File: src/watchdog_pkg.sv
/*
 * Constants and types of the independent watchdog configuration block.
 * Assumes a single 100 MHz system clock and a static option word.
 */
`default_nettype none
package watchdog_pkg;

    // ************************************************************
    // Register offsets on the plain register port.
    // ************************************************************
    localparam logic [3:0] OFF_REFRESH = 4'h0; // Refresh register.
    localparam logic [3:0] OFF_CONTROL = 4'h2; // Control register.
    localparam logic [3:0] OFF_FAULT = 4'h4; // Fault output control.
    localparam logic [3:0] OFF_STOP = 4'h6; // Low-power stop control.
    localparam logic [3:0] OFF_STATUS = 4'h8; // Counter and flags.

    // ************************************************************
    // Field positions.
    // ************************************************************
    localparam int OPT_MODE_BIT = 1; // Zero selects auto-start mode.
    localparam int OPT_TIMEOUT_FIELD_LSB = 2; // Boot timeout field.
    localparam int OPT_CKS_LSB = 4; // Boot clock divide field.
    localparam int OPT_WINDOW_END_FIELD_LSB = 8; // Boot window end field.
    localparam int OPT_WINDOW_START_FIELD_LSB = 12; // Boot window start field.
    localparam int OPT_STP_BIT = 14; // Boot low-power stop.
    localparam int OPT_RST_BIT = 28; // Boot fault output select.
    localparam int CR_TIMEOUT_FIELD_LSB = 0; // Timeout field.
    localparam int CR_CKS_LSB = 4; // Clock divide field.
    localparam int CR_WINDOW_END_FIELD_LSB = 8; // Window end field.
    localparam int CR_WINDOW_START_FIELD_LSB = 12; // Window start field.
    localparam int FAULT_SEL_BIT = 7; // One selects the reset output.
    localparam int STOP_SEL_BIT = 7; // One stops counting in low power.
    localparam int UF_BIT = 14; // Underflow flag in the status word.
    localparam int RE_BIT = 15; // Refresh error flag.

    // ************************************************************
    // Values, codes and counts.
    // ************************************************************
    localparam logic [15:0] CR_RESET = 16'h33F3; // Control after reset.
    localparam logic [7:0] REFRESH_FIRST = 8'h00; // First refresh byte.
    localparam logic [7:0] REFRESH_SECOND = 8'hFF; // Second byte.
    localparam logic [1:0] BOOT_WAIT = 2'h3; // Cycles before capture.
    localparam logic [13:0] LOAD_L0 = 14'h03FF; // Larger variant.
    localparam logic [13:0] LOAD_L1 = 14'h0FFF;
    localparam logic [13:0] LOAD_L2 = 14'h1FFF;
    localparam logic [13:0] LOAD_L3 = 14'h3FFF;
    localparam logic [13:0] LOAD_S0 = 14'h007F; // Smaller variant.
    localparam logic [13:0] LOAD_S1 = 14'h01FF;
    localparam logic [13:0] LOAD_S2 = 14'h03FF;
    localparam logic [13:0] LOAD_S3 = 14'h07FF;
    localparam logic [3:0] CKS_DIV1 = 4'h0; // Divider codes.
    localparam logic [3:0] CKS_DIV16 = 4'h2;
    localparam logic [3:0] CKS_DIV32 = 4'h3;
    localparam logic [3:0] CKS_DIV64 = 4'h4;
    localparam logic [3:0] CKS_DIV128 = 4'hF;
    localparam logic [3:0] CKS_DIV256 = 4'h5;

    // ************************************************************
    // Types.
    // ************************************************************
    typedef enum logic [3:0] {
        ST_BOOT = 4'h1, ST_IDLE = 4'h2, ST_COUNT = 4'h4, ST_HALT = 4'h8
    } wdt_fsm_t;

    typedef struct packed {
        logic [3:0] clock_divide_field;
        logic [1:0] timeout_field;
        logic [1:0] window_start_field;
        logic [1:0] window_end_field;
        logic rst_sel;
        logic stp;
    } wdt_cfg_t;

    typedef struct packed {
        wdt_fsm_t fsm;
        logic [1:0] wait_cnt;
        logic clk_s1;
        logic clk_s2;
        logic clk_s3;
        logic [31:0] opt_s1;
        logic [31:0] opt_s2;
        logic auto_mode;
        logic started;
        wdt_cfg_t eff;
        logic [15:0] ctrl;
        logic fault_sel;
        logic stop_sel;
        logic seen_first;
        logic [7:0] pre;
        logic [13:0] cnt;
        logic uf_flag;
        logic re_flag;
        logic [15:0] rdata;
        logic fault_reset;
        logic fault_irq;
        logic counting;
    } wdt_state_t;

    localparam wdt_state_t STATE_RESET = '{
        fsm: ST_BOOT, ctrl: CR_RESET, default: '0
    };

endpackage
`default_nettype wire

File: src/independent_watchdog_config.sv
/*
 * Independent watchdog with auto-start and register start modes.
 * Assumes the dedicated watchdog clock arrives as a slow pin level,
 * the option word is static, and low-power inputs are on mclk.
 */
// Local design decisions: the address-and-strobe port and the register addresses.
`default_nettype none
module independent_watchdog_config #(
    parameter bit LARGE_TIMEOUT = 1'b1
) (
    input wire logic mclk,
    input wire logic sys_rst,
    input wire logic wdt_clk_pin,
    input wire logic [31:0] opt_word,
    input wire logic sleep_mode,
    input wire logic sw_standby,
    input wire logic deep_low_power,
    input wire logic [3:0] addr,
    input wire logic [15:0] wdata,
    input wire logic wr_stb,
    input wire logic rd_stb,
    output logic [15:0] rdata,
    output logic fault_reset,
    output logic fault_irq,
    output logic counting
);

    // ************************************************************
    // Decoding functions.
    // ************************************************************

    // Maps a timeout code to the counter load value of the variant.
    function automatic logic [13:0] load_of(input logic [1:0] timeout_field);
        logic [13:0] v;
        v = watchdog_pkg::LOAD_L0;
        if (LARGE_TIMEOUT) begin
            case (timeout_field)
                2'h0: v = watchdog_pkg::LOAD_L0;
                2'h1: v = watchdog_pkg::LOAD_L1;
                2'h2: v = watchdog_pkg::LOAD_L2;
                default: v = watchdog_pkg::LOAD_L3;
            endcase
        end else begin
            case (timeout_field)
                2'h0: v = watchdog_pkg::LOAD_S0;
                2'h1: v = watchdog_pkg::LOAD_S1;
                2'h2: v = watchdog_pkg::LOAD_S2;
                default: v = watchdog_pkg::LOAD_S3;
            endcase
        end
        return v;
    endfunction

    // Maps a divider code to a prescaler mask; unknown codes give 1.
    function automatic logic [7:0] div_mask(input logic [3:0] clock_divide_field);
        logic [7:0] m;
        m = 8'h00;
        case (clock_divide_field)
            watchdog_pkg::CKS_DIV1: m = 8'h00;
            watchdog_pkg::CKS_DIV16: m = 8'h0F;
            watchdog_pkg::CKS_DIV32: m = 8'h1F;
            watchdog_pkg::CKS_DIV64: m = 8'h3F;
            watchdog_pkg::CKS_DIV128: m = 8'h7F;
            watchdog_pkg::CKS_DIV256: m = 8'hFF;
            default: m = 8'h00;
        endcase
        return m;
    endfunction

    // Scales a quarter of the period by a factor of zero to four.
    function automatic logic [14:0] win_level(input logic [14:0] q,
                                              input logic [2:0] k);
        logic [17:0] p;
        p = q * k;
        return p[14:0];
    endfunction

    // ************************************************************
    // State and combinational helpers.
    // ************************************************************
    watchdog_pkg::wdt_state_t st_r; // All state of the block.
    watchdog_pkg::wdt_state_t st_nxt; // Next value of the state.
    watchdog_pkg::wdt_cfg_t opt_cfg; // Settings from the option word.
    watchdog_pkg::wdt_cfg_t reg_cfg; // Settings from the registers.
    logic refresh; // A complete refresh sequence this cycle.
    logic permitted; // Counter lies inside the refresh window.
    logic low_power; // The system is in any low-power mode.
    logic tick; // A counting edge of the dedicated clock.
    logic fault; // Underflow or refresh error this cycle.
    logic [14:0] quarter; // One quarter of the timeout period.

    assign rdata = st_r.rdata;
    assign fault_reset = st_r.fault_reset;
    assign fault_irq = st_r.fault_irq;
    assign counting = st_r.counting;

    // Gathers the boot settings from the option word.
    always_comb begin
        opt_cfg.clock_divide_field = st_r.opt_s2[watchdog_pkg::OPT_CKS_LSB +: 4];
        opt_cfg.timeout_field = st_r.opt_s2[watchdog_pkg::OPT_TIMEOUT_FIELD_LSB +: 2];
        opt_cfg.window_start_field = st_r.opt_s2[watchdog_pkg::OPT_WINDOW_START_FIELD_LSB +: 2];
        opt_cfg.window_end_field = st_r.opt_s2[watchdog_pkg::OPT_WINDOW_END_FIELD_LSB +: 2];
        opt_cfg.rst_sel = st_r.opt_s2[watchdog_pkg::OPT_RST_BIT];
        opt_cfg.stp = st_r.opt_s2[watchdog_pkg::OPT_STP_BIT];
    end

    // Gathers the runtime settings from the control registers.
    always_comb begin
        reg_cfg.clock_divide_field = st_r.ctrl[watchdog_pkg::CR_CKS_LSB +: 4];
        reg_cfg.timeout_field = st_r.ctrl[watchdog_pkg::CR_TIMEOUT_FIELD_LSB +: 2];
        reg_cfg.window_start_field = st_r.ctrl[watchdog_pkg::CR_WINDOW_START_FIELD_LSB +: 2];
        reg_cfg.window_end_field = st_r.ctrl[watchdog_pkg::CR_WINDOW_END_FIELD_LSB +: 2];
        reg_cfg.rst_sel = st_r.fault_sel;
        reg_cfg.stp = st_r.stop_sel;
    end

    // Window test: start code 3 opens at once, end code 3 closes at 0.
    always_comb begin
        quarter = ({1'b0, load_of(st_r.eff.timeout_field)} + 15'h0001) >> 2;
        permitted = (st_r.cnt <
            win_level(quarter, {1'b0, st_r.eff.window_start_field} + 3'h1))
            && (st_r.cnt >= win_level(quarter,
            3'h3 - {1'b0, st_r.eff.window_end_field}));
    end

    // Low-power stop gate and the undivided counting tick.
    always_comb begin
        low_power = sleep_mode | sw_standby | deep_low_power;
        tick = st_r.clk_s2 & ~st_r.clk_s3
            & ~(st_r.eff.stp & low_power);
    end

    // ************************************************************
    // Next-state logic.
    // ************************************************************
    always_comb begin
        st_nxt = st_r;
        refresh = 1'b0;
        fault = 1'b0;
        // Outputs that pulse drop back after one cycle.
        st_nxt.fault_reset = 1'b0;
        st_nxt.fault_irq = 1'b0;
        st_nxt.rdata = 16'h0000;
        // Two-stage synchronisers for the pin clock and option word.
        st_nxt.clk_s1 = wdt_clk_pin;
        st_nxt.clk_s2 = st_r.clk_s1;
        st_nxt.clk_s3 = st_r.clk_s2;
        st_nxt.opt_s1 = opt_word;
        st_nxt.opt_s2 = st_r.opt_s1;

        // Read data stands in the cycle after the strobe.
        if (rd_stb) begin
            case (addr)
                watchdog_pkg::OFF_CONTROL: st_nxt.rdata = st_r.ctrl;
                watchdog_pkg::OFF_FAULT:
                    st_nxt.rdata = {8'h00, st_r.fault_sel, 7'h00};
                watchdog_pkg::OFF_STOP:
                    st_nxt.rdata = {8'h00, st_r.stop_sel, 7'h00};
                watchdog_pkg::OFF_STATUS:
                    st_nxt.rdata = {st_r.re_flag, st_r.uf_flag, st_r.cnt};
                default: st_nxt.rdata = 16'h0000;
            endcase
        end

        // Refresh byte pair; any other byte breaks the sequence.
        if (wr_stb && addr == watchdog_pkg::OFF_REFRESH) begin
            refresh = st_r.seen_first
                && wdata[7:0] == watchdog_pkg::REFRESH_SECOND;
            st_nxt.seen_first = wdata[7:0] == watchdog_pkg::REFRESH_FIRST;
        end

        // Settings are writable only in register mode before start.
        if (wr_stb && !st_r.auto_mode && !st_r.started
            && st_r.fsm == watchdog_pkg::ST_IDLE) begin
            case (addr)
                watchdog_pkg::OFF_CONTROL: st_nxt.ctrl = wdata;
                watchdog_pkg::OFF_FAULT:
                    st_nxt.fault_sel = wdata[watchdog_pkg::FAULT_SEL_BIT];
                watchdog_pkg::OFF_STOP:
                    st_nxt.stop_sel = wdata[watchdog_pkg::STOP_SEL_BIT];
                default: st_nxt.ctrl = st_r.ctrl;
            endcase
        end

        // Writing a one clears a flag; a same-cycle event sets it again.
        if (wr_stb && addr == watchdog_pkg::OFF_STATUS) begin
            if (wdata[watchdog_pkg::UF_BIT]) begin
                st_nxt.uf_flag = 1'b0;
            end
            if (wdata[watchdog_pkg::RE_BIT]) begin
                st_nxt.re_flag = 1'b0;
            end
        end

        case (st_r.fsm)
            watchdog_pkg::ST_BOOT: begin
                // Captures the option word once it has settled.
                if (st_r.wait_cnt == watchdog_pkg::BOOT_WAIT) begin
                    st_nxt.auto_mode =
                        ~st_r.opt_s2[watchdog_pkg::OPT_MODE_BIT];
                    if (st_nxt.auto_mode) begin
                        st_nxt.eff = opt_cfg;
                        st_nxt.cnt = load_of(opt_cfg.timeout_field);
                        st_nxt.pre = 8'h00;
                        st_nxt.counting = 1'b1;
                        st_nxt.fsm = watchdog_pkg::ST_COUNT;
                    end else begin
                        st_nxt.fsm = watchdog_pkg::ST_IDLE;
                    end
                end else begin
                    st_nxt.wait_cnt = st_r.wait_cnt + 2'h1;
                end
            end
            watchdog_pkg::ST_IDLE: begin
                // A refresh latches the register settings and starts.
                if (refresh) begin
                    st_nxt.eff = reg_cfg;
                    st_nxt.cnt = load_of(reg_cfg.timeout_field);
                    st_nxt.pre = 8'h00;
                    st_nxt.started = 1'b1;
                    st_nxt.counting = 1'b1;
                    st_nxt.fsm = watchdog_pkg::ST_COUNT;
                end
            end
            watchdog_pkg::ST_COUNT: begin
                if (refresh) begin
                    if (permitted) begin
                        st_nxt.cnt = load_of(st_r.eff.timeout_field);
                        st_nxt.pre = 8'h00;
                    end else begin
                        st_nxt.re_flag = 1'b1;
                        fault = 1'b1;
                    end
                end else if (tick) begin
                    // Prescaler rolls over at the selected ratio.
                    st_nxt.pre = st_r.pre + 8'h01;
                    if ((st_r.pre & div_mask(st_r.eff.clock_divide_field))
                        == div_mask(st_r.eff.clock_divide_field)) begin
                        if (st_r.cnt == 14'h0000) begin
                            st_nxt.uf_flag = 1'b1;
                            fault = 1'b1;
                        end else begin
                            st_nxt.cnt = st_r.cnt - 14'h0001;
                        end
                    end
                end
                // A fault fires the chosen output and stops the count, except an interrupt in auto-start mode, which reloads it.
                if (fault) begin
                    st_nxt.pre = 8'h00;
                    if (st_r.eff.rst_sel) begin
                        st_nxt.fault_reset = 1'b1;
                        st_nxt.counting = 1'b0;
                        st_nxt.fsm = watchdog_pkg::ST_HALT;
                    end else begin
                        st_nxt.fault_irq = 1'b1;
                        if (st_r.auto_mode) begin
                            st_nxt.cnt = load_of(st_r.eff.timeout_field);
                        end else begin
                            st_nxt.counting = 1'b0;
                            st_nxt.fsm = watchdog_pkg::ST_IDLE;
                        end
                    end
                end
            end
            watchdog_pkg::ST_HALT: begin
                // Stays stopped until the system reset arrives.
                st_nxt.counting = 1'b0;
            end
            default: begin
                st_nxt.fsm = watchdog_pkg::ST_BOOT;
            end
        endcase
    end

    // ************************************************************
    // State register.
    // ************************************************************
    always_ff @(posedge mclk or posedge sys_rst) begin
        if (sys_rst) begin
            st_r <= watchdog_pkg::STATE_RESET;
        end else begin
            st_r <= st_nxt;
        end
    end

endmodule
`default_nettype wire

File: config.mk
export PLATFORM = sky130hd
export DESIGN_NAME = independent_watchdog_config
export DESIGN_NICKNAME = d
export VERILOG_FILES = /design/src/watchdog_pkg.sv /design/src/independent_watchdog_config.sv
export SDC_FILE = /design/constraint.sdc
export NUM_CORES = 1
export LEC_CHECK = 0
export ABC_AREA = 1
export BUFFER_PORTS_ARGS = -buffer_cell sky130_fd_sc_hd__buf_2
export CAP_MARGIN = 15
export CORE_ASPECT_RATIO = 1.25
export CORE_UTILIZATION = 53
export DETAILED_ROUTE_END_ITERATION = 10
export GPL_TIMING_DRIVEN = 0
export PLACE_DENSITY = 0.87
export SLEW_MARGIN = 0
export SYNTH_ARGS = -nofsm -noshare
export SYNTH_HDL_FRONTEND = slang
export SYNTH_SLANG_ARGS = --single-unit
export TNS_END_PERCENT = 50
File: constraint.sdc
create_clock -name mclk -period 3.6 [get_ports mclk]
set_input_delay 0.36 -clock mclk [delete_from_list [all_inputs] [get_ports mclk]]
set_output_delay 0.36 -clock mclk [all_outputs]
set_load 0.01 [all_outputs]
==> flow_summary.yaml, run 1 <==
logic_synthesis:
  yosysSeqAreaShare_pct: 45.0
  synth_ff_type: "dfrtp_1"
  synth_top_area_share_pct: 40.4
  synthTopCellsByCount: "nand2_1, dfrtp_1, inv_1"
  syn_area_sq_um: 6200
  avgSynthCellArea_sq_um: 8.50
  yosys_warnings: 0
  ys_ff_latch: 111
  yosysMostFrequentCell: "nand2_1"
  synth_cells: 729
  synthArstFlopShare_pct: 100
  yosysUniqueCellTypes: 52
  syn_nets: 817
  synth_edf_count: 0
  synth_area_leaders: "dfrtp_1, nand2_1, inv_1"
  yosysTopAreaCell: "dfrtp_1"
finish:
  n_fill_cell: 888
  nNetsFinal: 898
  n_antenna_cell: 0
  final_util_pct: 64.3
  drive_gt1_share_pct: 23.3
  syn_to_final_growth_pct: 16.7
  stdcell_count: 950
  fin_area_sq_um: 7230
timing:
  finalCriticalPeriod_ns: 3.44
  finalCritPeriodShare_pct: 95.7
  relSlewSlack_pct: 36.2
  worst_pin_slew_ns: 0.949
  max_freq_ghz: 0.290
  setup_viol: 0
  slew_violations: 0
  hold_viol: 0
  clock_skew_ns: 0.0111
critical_path:
  path_cells: "buf_4, nor2_4, inv_2, nor2_2, fa_1, fa_1, inv_2, ha_4, a21oi_2, nand2_1, nand2_1, nand2_1, nand2_2, nand2_4, nand2_4, nand2_4, nand2_8, buf_8, o2111ai_1, o21ai_1, inv_1"
  crit_path_max_incr_delay_ns: 0.51
  cp.required_ns: 3.84
  arrival_ns: 3.69
  crit_fanout: 10
  crit_family: "adder cells"
  r2r_slack_ns: 0.16
  critical_path.slowest_cell: "fa_1"
  start_kind: "register"
  worst-path-buf-inv: 5
  r2r_cells: 21
  cp-end-kind: "register"
  criticalPathCategory: "register to register"
  crit_cells: 21
global_route:
  grt_max_degree: 71
  grt-ovfl-total: 0
  grt_pass1_vias: 4947
  antenna_found_initial: 0
  grt_pass1_wl_microns: 23700
  grt.total_usage_pct: 25.3
route:
  wl_per_cell_microns: 15.4
  vias: 5281
  firstDrtPassIters: 6
  drtIter0Drc: 501
  via_per_inst: 5.56
  routed_wl_microns: 14600
  antenna_left: 0
  drc: 0
die:
  io_pins: 79
  rows: 43
  core_sq_um: 11200
  dieHeight_microns: 123
  start_util_pct: 55.1
  die_x_microns: 98.7
  die-area_sq_um: 12100
placed_design:
  dp_hpwl_microns: 10400
  numPortBuffers: 59
  dpl_cell_area_sq_um: 6690
  routabilityCongestion: 0.909
  place_inst: 924
clock_network:
  cts_tree: "done"
  cts_buffers: 9
  clock_sinks: 111
  ctsHoldBuffers: 0
  clkTransAtPathRegs_ns: 0.08
  htree_num_levels: 3
  root_buffer: "clkbuf_16"
  clkLatencyLatePin_ns: 0.36
  clk_path_buf_depth: 2
pwr:
  power.leakage_nw: 3.57
  p_per_area_nw_per_um2: 641
  ir_drop_mv: 0.427
hold_path:
  min_path_type: "input port to asynchronous set/reset pin"
status:
  status: "completed"
run:
  cap_violations: 0
-- through the flow --
step,TNS (ns),hold WS [ns],setup WS (ns),total power [mW]
2_1_floorplan,0,0.331,0.244,2.81
3_3_place_gp,-75.31,0.332,-0.757,3.17
3_5_place_dp,-0.767,0.335,-0.124,3.23
4_1_cts,0,0.0735,0.00276,4.40
5_1_grt,-0.208,0.0929,-0.0396,4.93
6_report,0,0.0533,0.155,4.63
-- flip-flops by register name, indices dropped and copies added (netlist names) --
name / cells
st_r: 53
rdata: 16
st_nxt: 15
opt_cfg: 12
reg_cfg: 12
counting: 1
fault_irq: 1
fault_reset: 1
-- placed cells by master, fill, tap and decap left out, types with 3 or more instances in the layout --
master / count
inv_4: 3
o22ai_1: 4
dfrtp_1: 99
ha_4: 4
o21ai_1: 14
a22oi_1: 3
o31ai_1: 10
xnor2_1: 5
o21ai_0: 43
nor3_4: 3
nor2_2: 5
xor2_1: 9
a21oi_1: 31
inv_1: 86
buf_2: 63
ha_1: 21
nand2_1: 130
dfstp_2: 11
inv_2: 12
clkbuf_1: 9
nor3_1: 13
nor2_4: 8
nor2_1: 61
fa_1: 3
nand2_2: 6
o211ai_1: 3
nor4_1: 4
clkbuf_16: 9
nand2_4: 8
buf_4: 27
nand3_1: 58
nand4_1: 8
-- worst reg2reg max path: cells and delay by family, from the launching register on --
kind | cells | cell delay, ns
flip-flops | 1 | 0.37
AO/OA/AOI/OAI | 3 | 0.34
buffers and inverters | 5 | 0.50
adder cells (fa/ha/maj) | 3 | 1.21
AND/OR/NAND/NOR | 10 | 0.92
-- repair_timing --
action / in CTS / in global routing
pin swaps: 4 / 16
setup endpoints to repair: 20 / 26
gates resized for setup: 7 / 27
hold endpoints to repair: 0 / 0
buffers inserted: 4 / 6
-- routing by layer --
layer	track usage, %	routed length [microns]	share of wire (%)	vias up
li1	-	-	-	2532
met1	31.2	5810	40	2481
met2	44.3	7570	52	226
met3	4.30	770	5.3	42
met4	10.9	504	3.4	0
met5	0	0	0	-
-- logic make-up after synthesis --
logic type | synth area share [%]
AND/OR/NAND/NOR | 25.1
flip-flops | 45.0
adder cells (fa/ha/maj) | 6.02
multiplexers | 0.363
XOR/XNOR | 2.24
buffers and inverters | 9.89
AO/OA/AOI/OAI | 11.3
-- path summary, 6_finish.rpt --
check                             startpoint     endpoint
worst max-delay path                st_r[69]     st_r[27]
worst min-delay path                 sys_rst     st_r[19]
worst min register to register    st_nxt[82]  opt_cfg[10]
max in group asynchronous            sys_rst    st_r[145]
min in group mclk               opt_word[14]   st_nxt[90]
worst max register to register      st_r[69]     st_r[27]
-- where the power goes --
group	total, mW	internal (mW)	switching (mW)
registers	1.59	1.41	0.184
logic	1.94	0.731	1.21
clock network	1.10	0.638	0.460
-- final cells by class --
type	instances	area, sq um	area share [%]
buffer	33	230	3.18
clock buffer	11	243	3.36
clock inverter	5	88.8	1.23
inverter	102	395	5.47
multi-input combinational	483	2920	40.3
sequential	111	2790	38.6
tap	135	169	2.34
timing repair buffer	70	398	5.50
No activity file was read; power rests on OpenSTA's default activity.
==> inputs of run 2 (changes only) <==
--- a/config.mk
+++ b/config.mk
@@ -12,7 +12,8 @@
 export CORE_UTILIZATION = 53
 export DETAILED_ROUTE_END_ITERATION = 10
 export GPL_TIMING_DRIVEN = 0
-export PLACE_DENSITY = 0.87
+export PLACE_DENSITY = 0.78
+export SETUP_SLACK_MARGIN = 0.2
 export SLEW_MARGIN = 0
 export SYNTH_ARGS = -nofsm -noshare
 export SYNTH_HDL_FRONTEND = slang
==> flow_summary.yaml, run 2 (same netlist as run 1, synthesis figures left out) <==
die:
  start_util_pct: 55.1
  core_sq_um: 11200
  die_x_microns: 98.7
  die-area_sq_um: 12100
  dieHeight_microns: 123
  rows: 43
  io_pins: 79
critical_path:
  crit_family: "adder cells"
  cp_common_cell: "nand2_1"
  crit_fanout: 8
  start_kind: "register"
  criticalPathCategory: "register to register"
  cp-end-kind: "register"
  arrival_ns: 3.73
  path_cells: "ha_4, inv_6, nor2_4, ha_1, ha_4, fa_1, inv_2, ha_4, nand2_2, inv_2, nand2_1, nand2_1, nand2_1, nand2_1, nand2_2, nand2_4, o21ai_4, nand2_4, o21ai_4, nand2_1, o31ai_2"
  crit_path_max_incr_delay_ns: 0.51
  r2r_slack_ns: 0.14
  critical_path.slowest_cell: "fa_1"
  worst-path-buf-inv: 3
  cp.required_ns: 3.86
route:
  drtIter0Drc: 354
  firstDrtPassIters: 5
  antenna_left: 0
  drc: 0
  routed_wl_microns: 15700
  vias: 5345
  wl_per_cell_microns: 16.4
  via_per_inst: 5.61
timing:
  clock_skew_ns: 0.0100
  slew_violations: 0
  relSlewSlack_pct: 34.8
  max_freq_ghz: 0.289
  rsz0062_at_grt: "true"
  whs_ns: 0.102
  finalCritPeriodShare_pct: 96.2
  setup_viol: 0
  finalCriticalPeriod_ns: 3.46
  hold_viol: 0
  worst_pin_slew_ns: 0.970
finish:
  stdcell_count: 953
  layout_commonest_cell: "nand2_1"
  largest_reg_flops: 53
  fin_area_sq_um: 7240
  multiInputGateArea_sq_um: 2900
  syn_to_final_growth_pct: 16.8
  nNetsFinal: 901
  most-common-layout-cells: "nand2_1, dfrtp_1, inv_1"
  drive_gt1_share_pct: 23.8
  n_fill_cell: 915
  regMostFlops: "st_r"
  seqCellArea_sq_um: 2800
  n_antenna_cell: 0
clock_network:
  ctsHoldBuffers: 0
  clkTransAtPathRegs_ns: 0.08
  root_buffer: "clkbuf_16"
  clock_sinks: 111
  htree_num_levels: 3
  cts_tree: "done"
  cts_buffers: 9
  clkLatencyLatePin_ns: 0.36
  clk_path_buf_depth: 2
status:
  status: "completed"
placed_design:
  place_inst: 924
  dp_hpwl_microns: 11400
  numPortBuffers: 59
  dpl_cell_area_sq_um: 6690
  routabilityCongestion: 0.929
pwr:
  power.leakage_nw: 3.58
  ir_drop_mv: 0.494
  p_per_area_nw_per_um2: 632
global_route:
  grt_pass1_wl_microns: 25000
  grt.total_usage_pct: 26.9
  grt-ovfl-total: 0
  grt_max_degree: 59
  grt_pass1_vias: 5310
  antenna_found_initial: 0
run:
  cap_violations: 0
hold_path:
  min_path_type: "input port to register"
## run 2: layout make-up
cell class	instances	area share, %
Clock buffer	9	3.11
Buffer	33	3.18
Tap cell	135	2.33
Clock inverter	7	1.11
Sequential cell	111	38.6
Multi-Input combinational cell	483	40.1
Timing Repair Buffer	73	6.05
Inverter	102	5.50
## run 2: layer usage
metal	track usage (%)	wire (microns)
met5	0	0
met4	11.6	461
met3	4.86	707
met2	48.2	8150
met1	31.9	6340
## run 2: stage by stage
| stage | TNS [ns] | power (mW) | worst slack (ns) | utilization [%] |
|---|---|---|---|---|
| finish | 0 | 4.57 | 0.136 | 64.3 |
| global route | -0.169 | 4.88 | -0.0360 | 64.3 |
| CTS | 0 | 4.38 | 0.107 | 62.9 |
| detailed placement | -0.748 | 3.26 | -0.109 | 59.5 |
| global placement | -76.20 | 3.18 | -0.768 | 59.2 |
| floorplan | 0 | 2.81 | 0.244 | - |
## run 2: power breakdown
group | internal, mW | switching (mW) | total [mW]
combinational | 0.717 | 1.22 | 1.94
sequential | 1.41 | 0.199 | 1.61
clock | 0.501 | 0.522 | 1.02
## run 2: timing repair
item,CTS,global route
resized for setup,12,25
cloned,0,1
pin swaps,11,19
setup buffers,7,5
endpoints found under the setup margin,26,29
## run 2: worst paths after layout
path,from,endpoint,cells past startpoint
max,st_r[67],st_r[42],21
min,opt_word[12],st_nxt[88],1
max reg2reg,st_r[67],st_r[42],21
min reg2reg,st_nxt[83],opt_cfg[11],0
max in group asynchronous,sys_rst,reg_cfg[6],3
min in group asynchronous,sys_rst,st_nxt[89],2
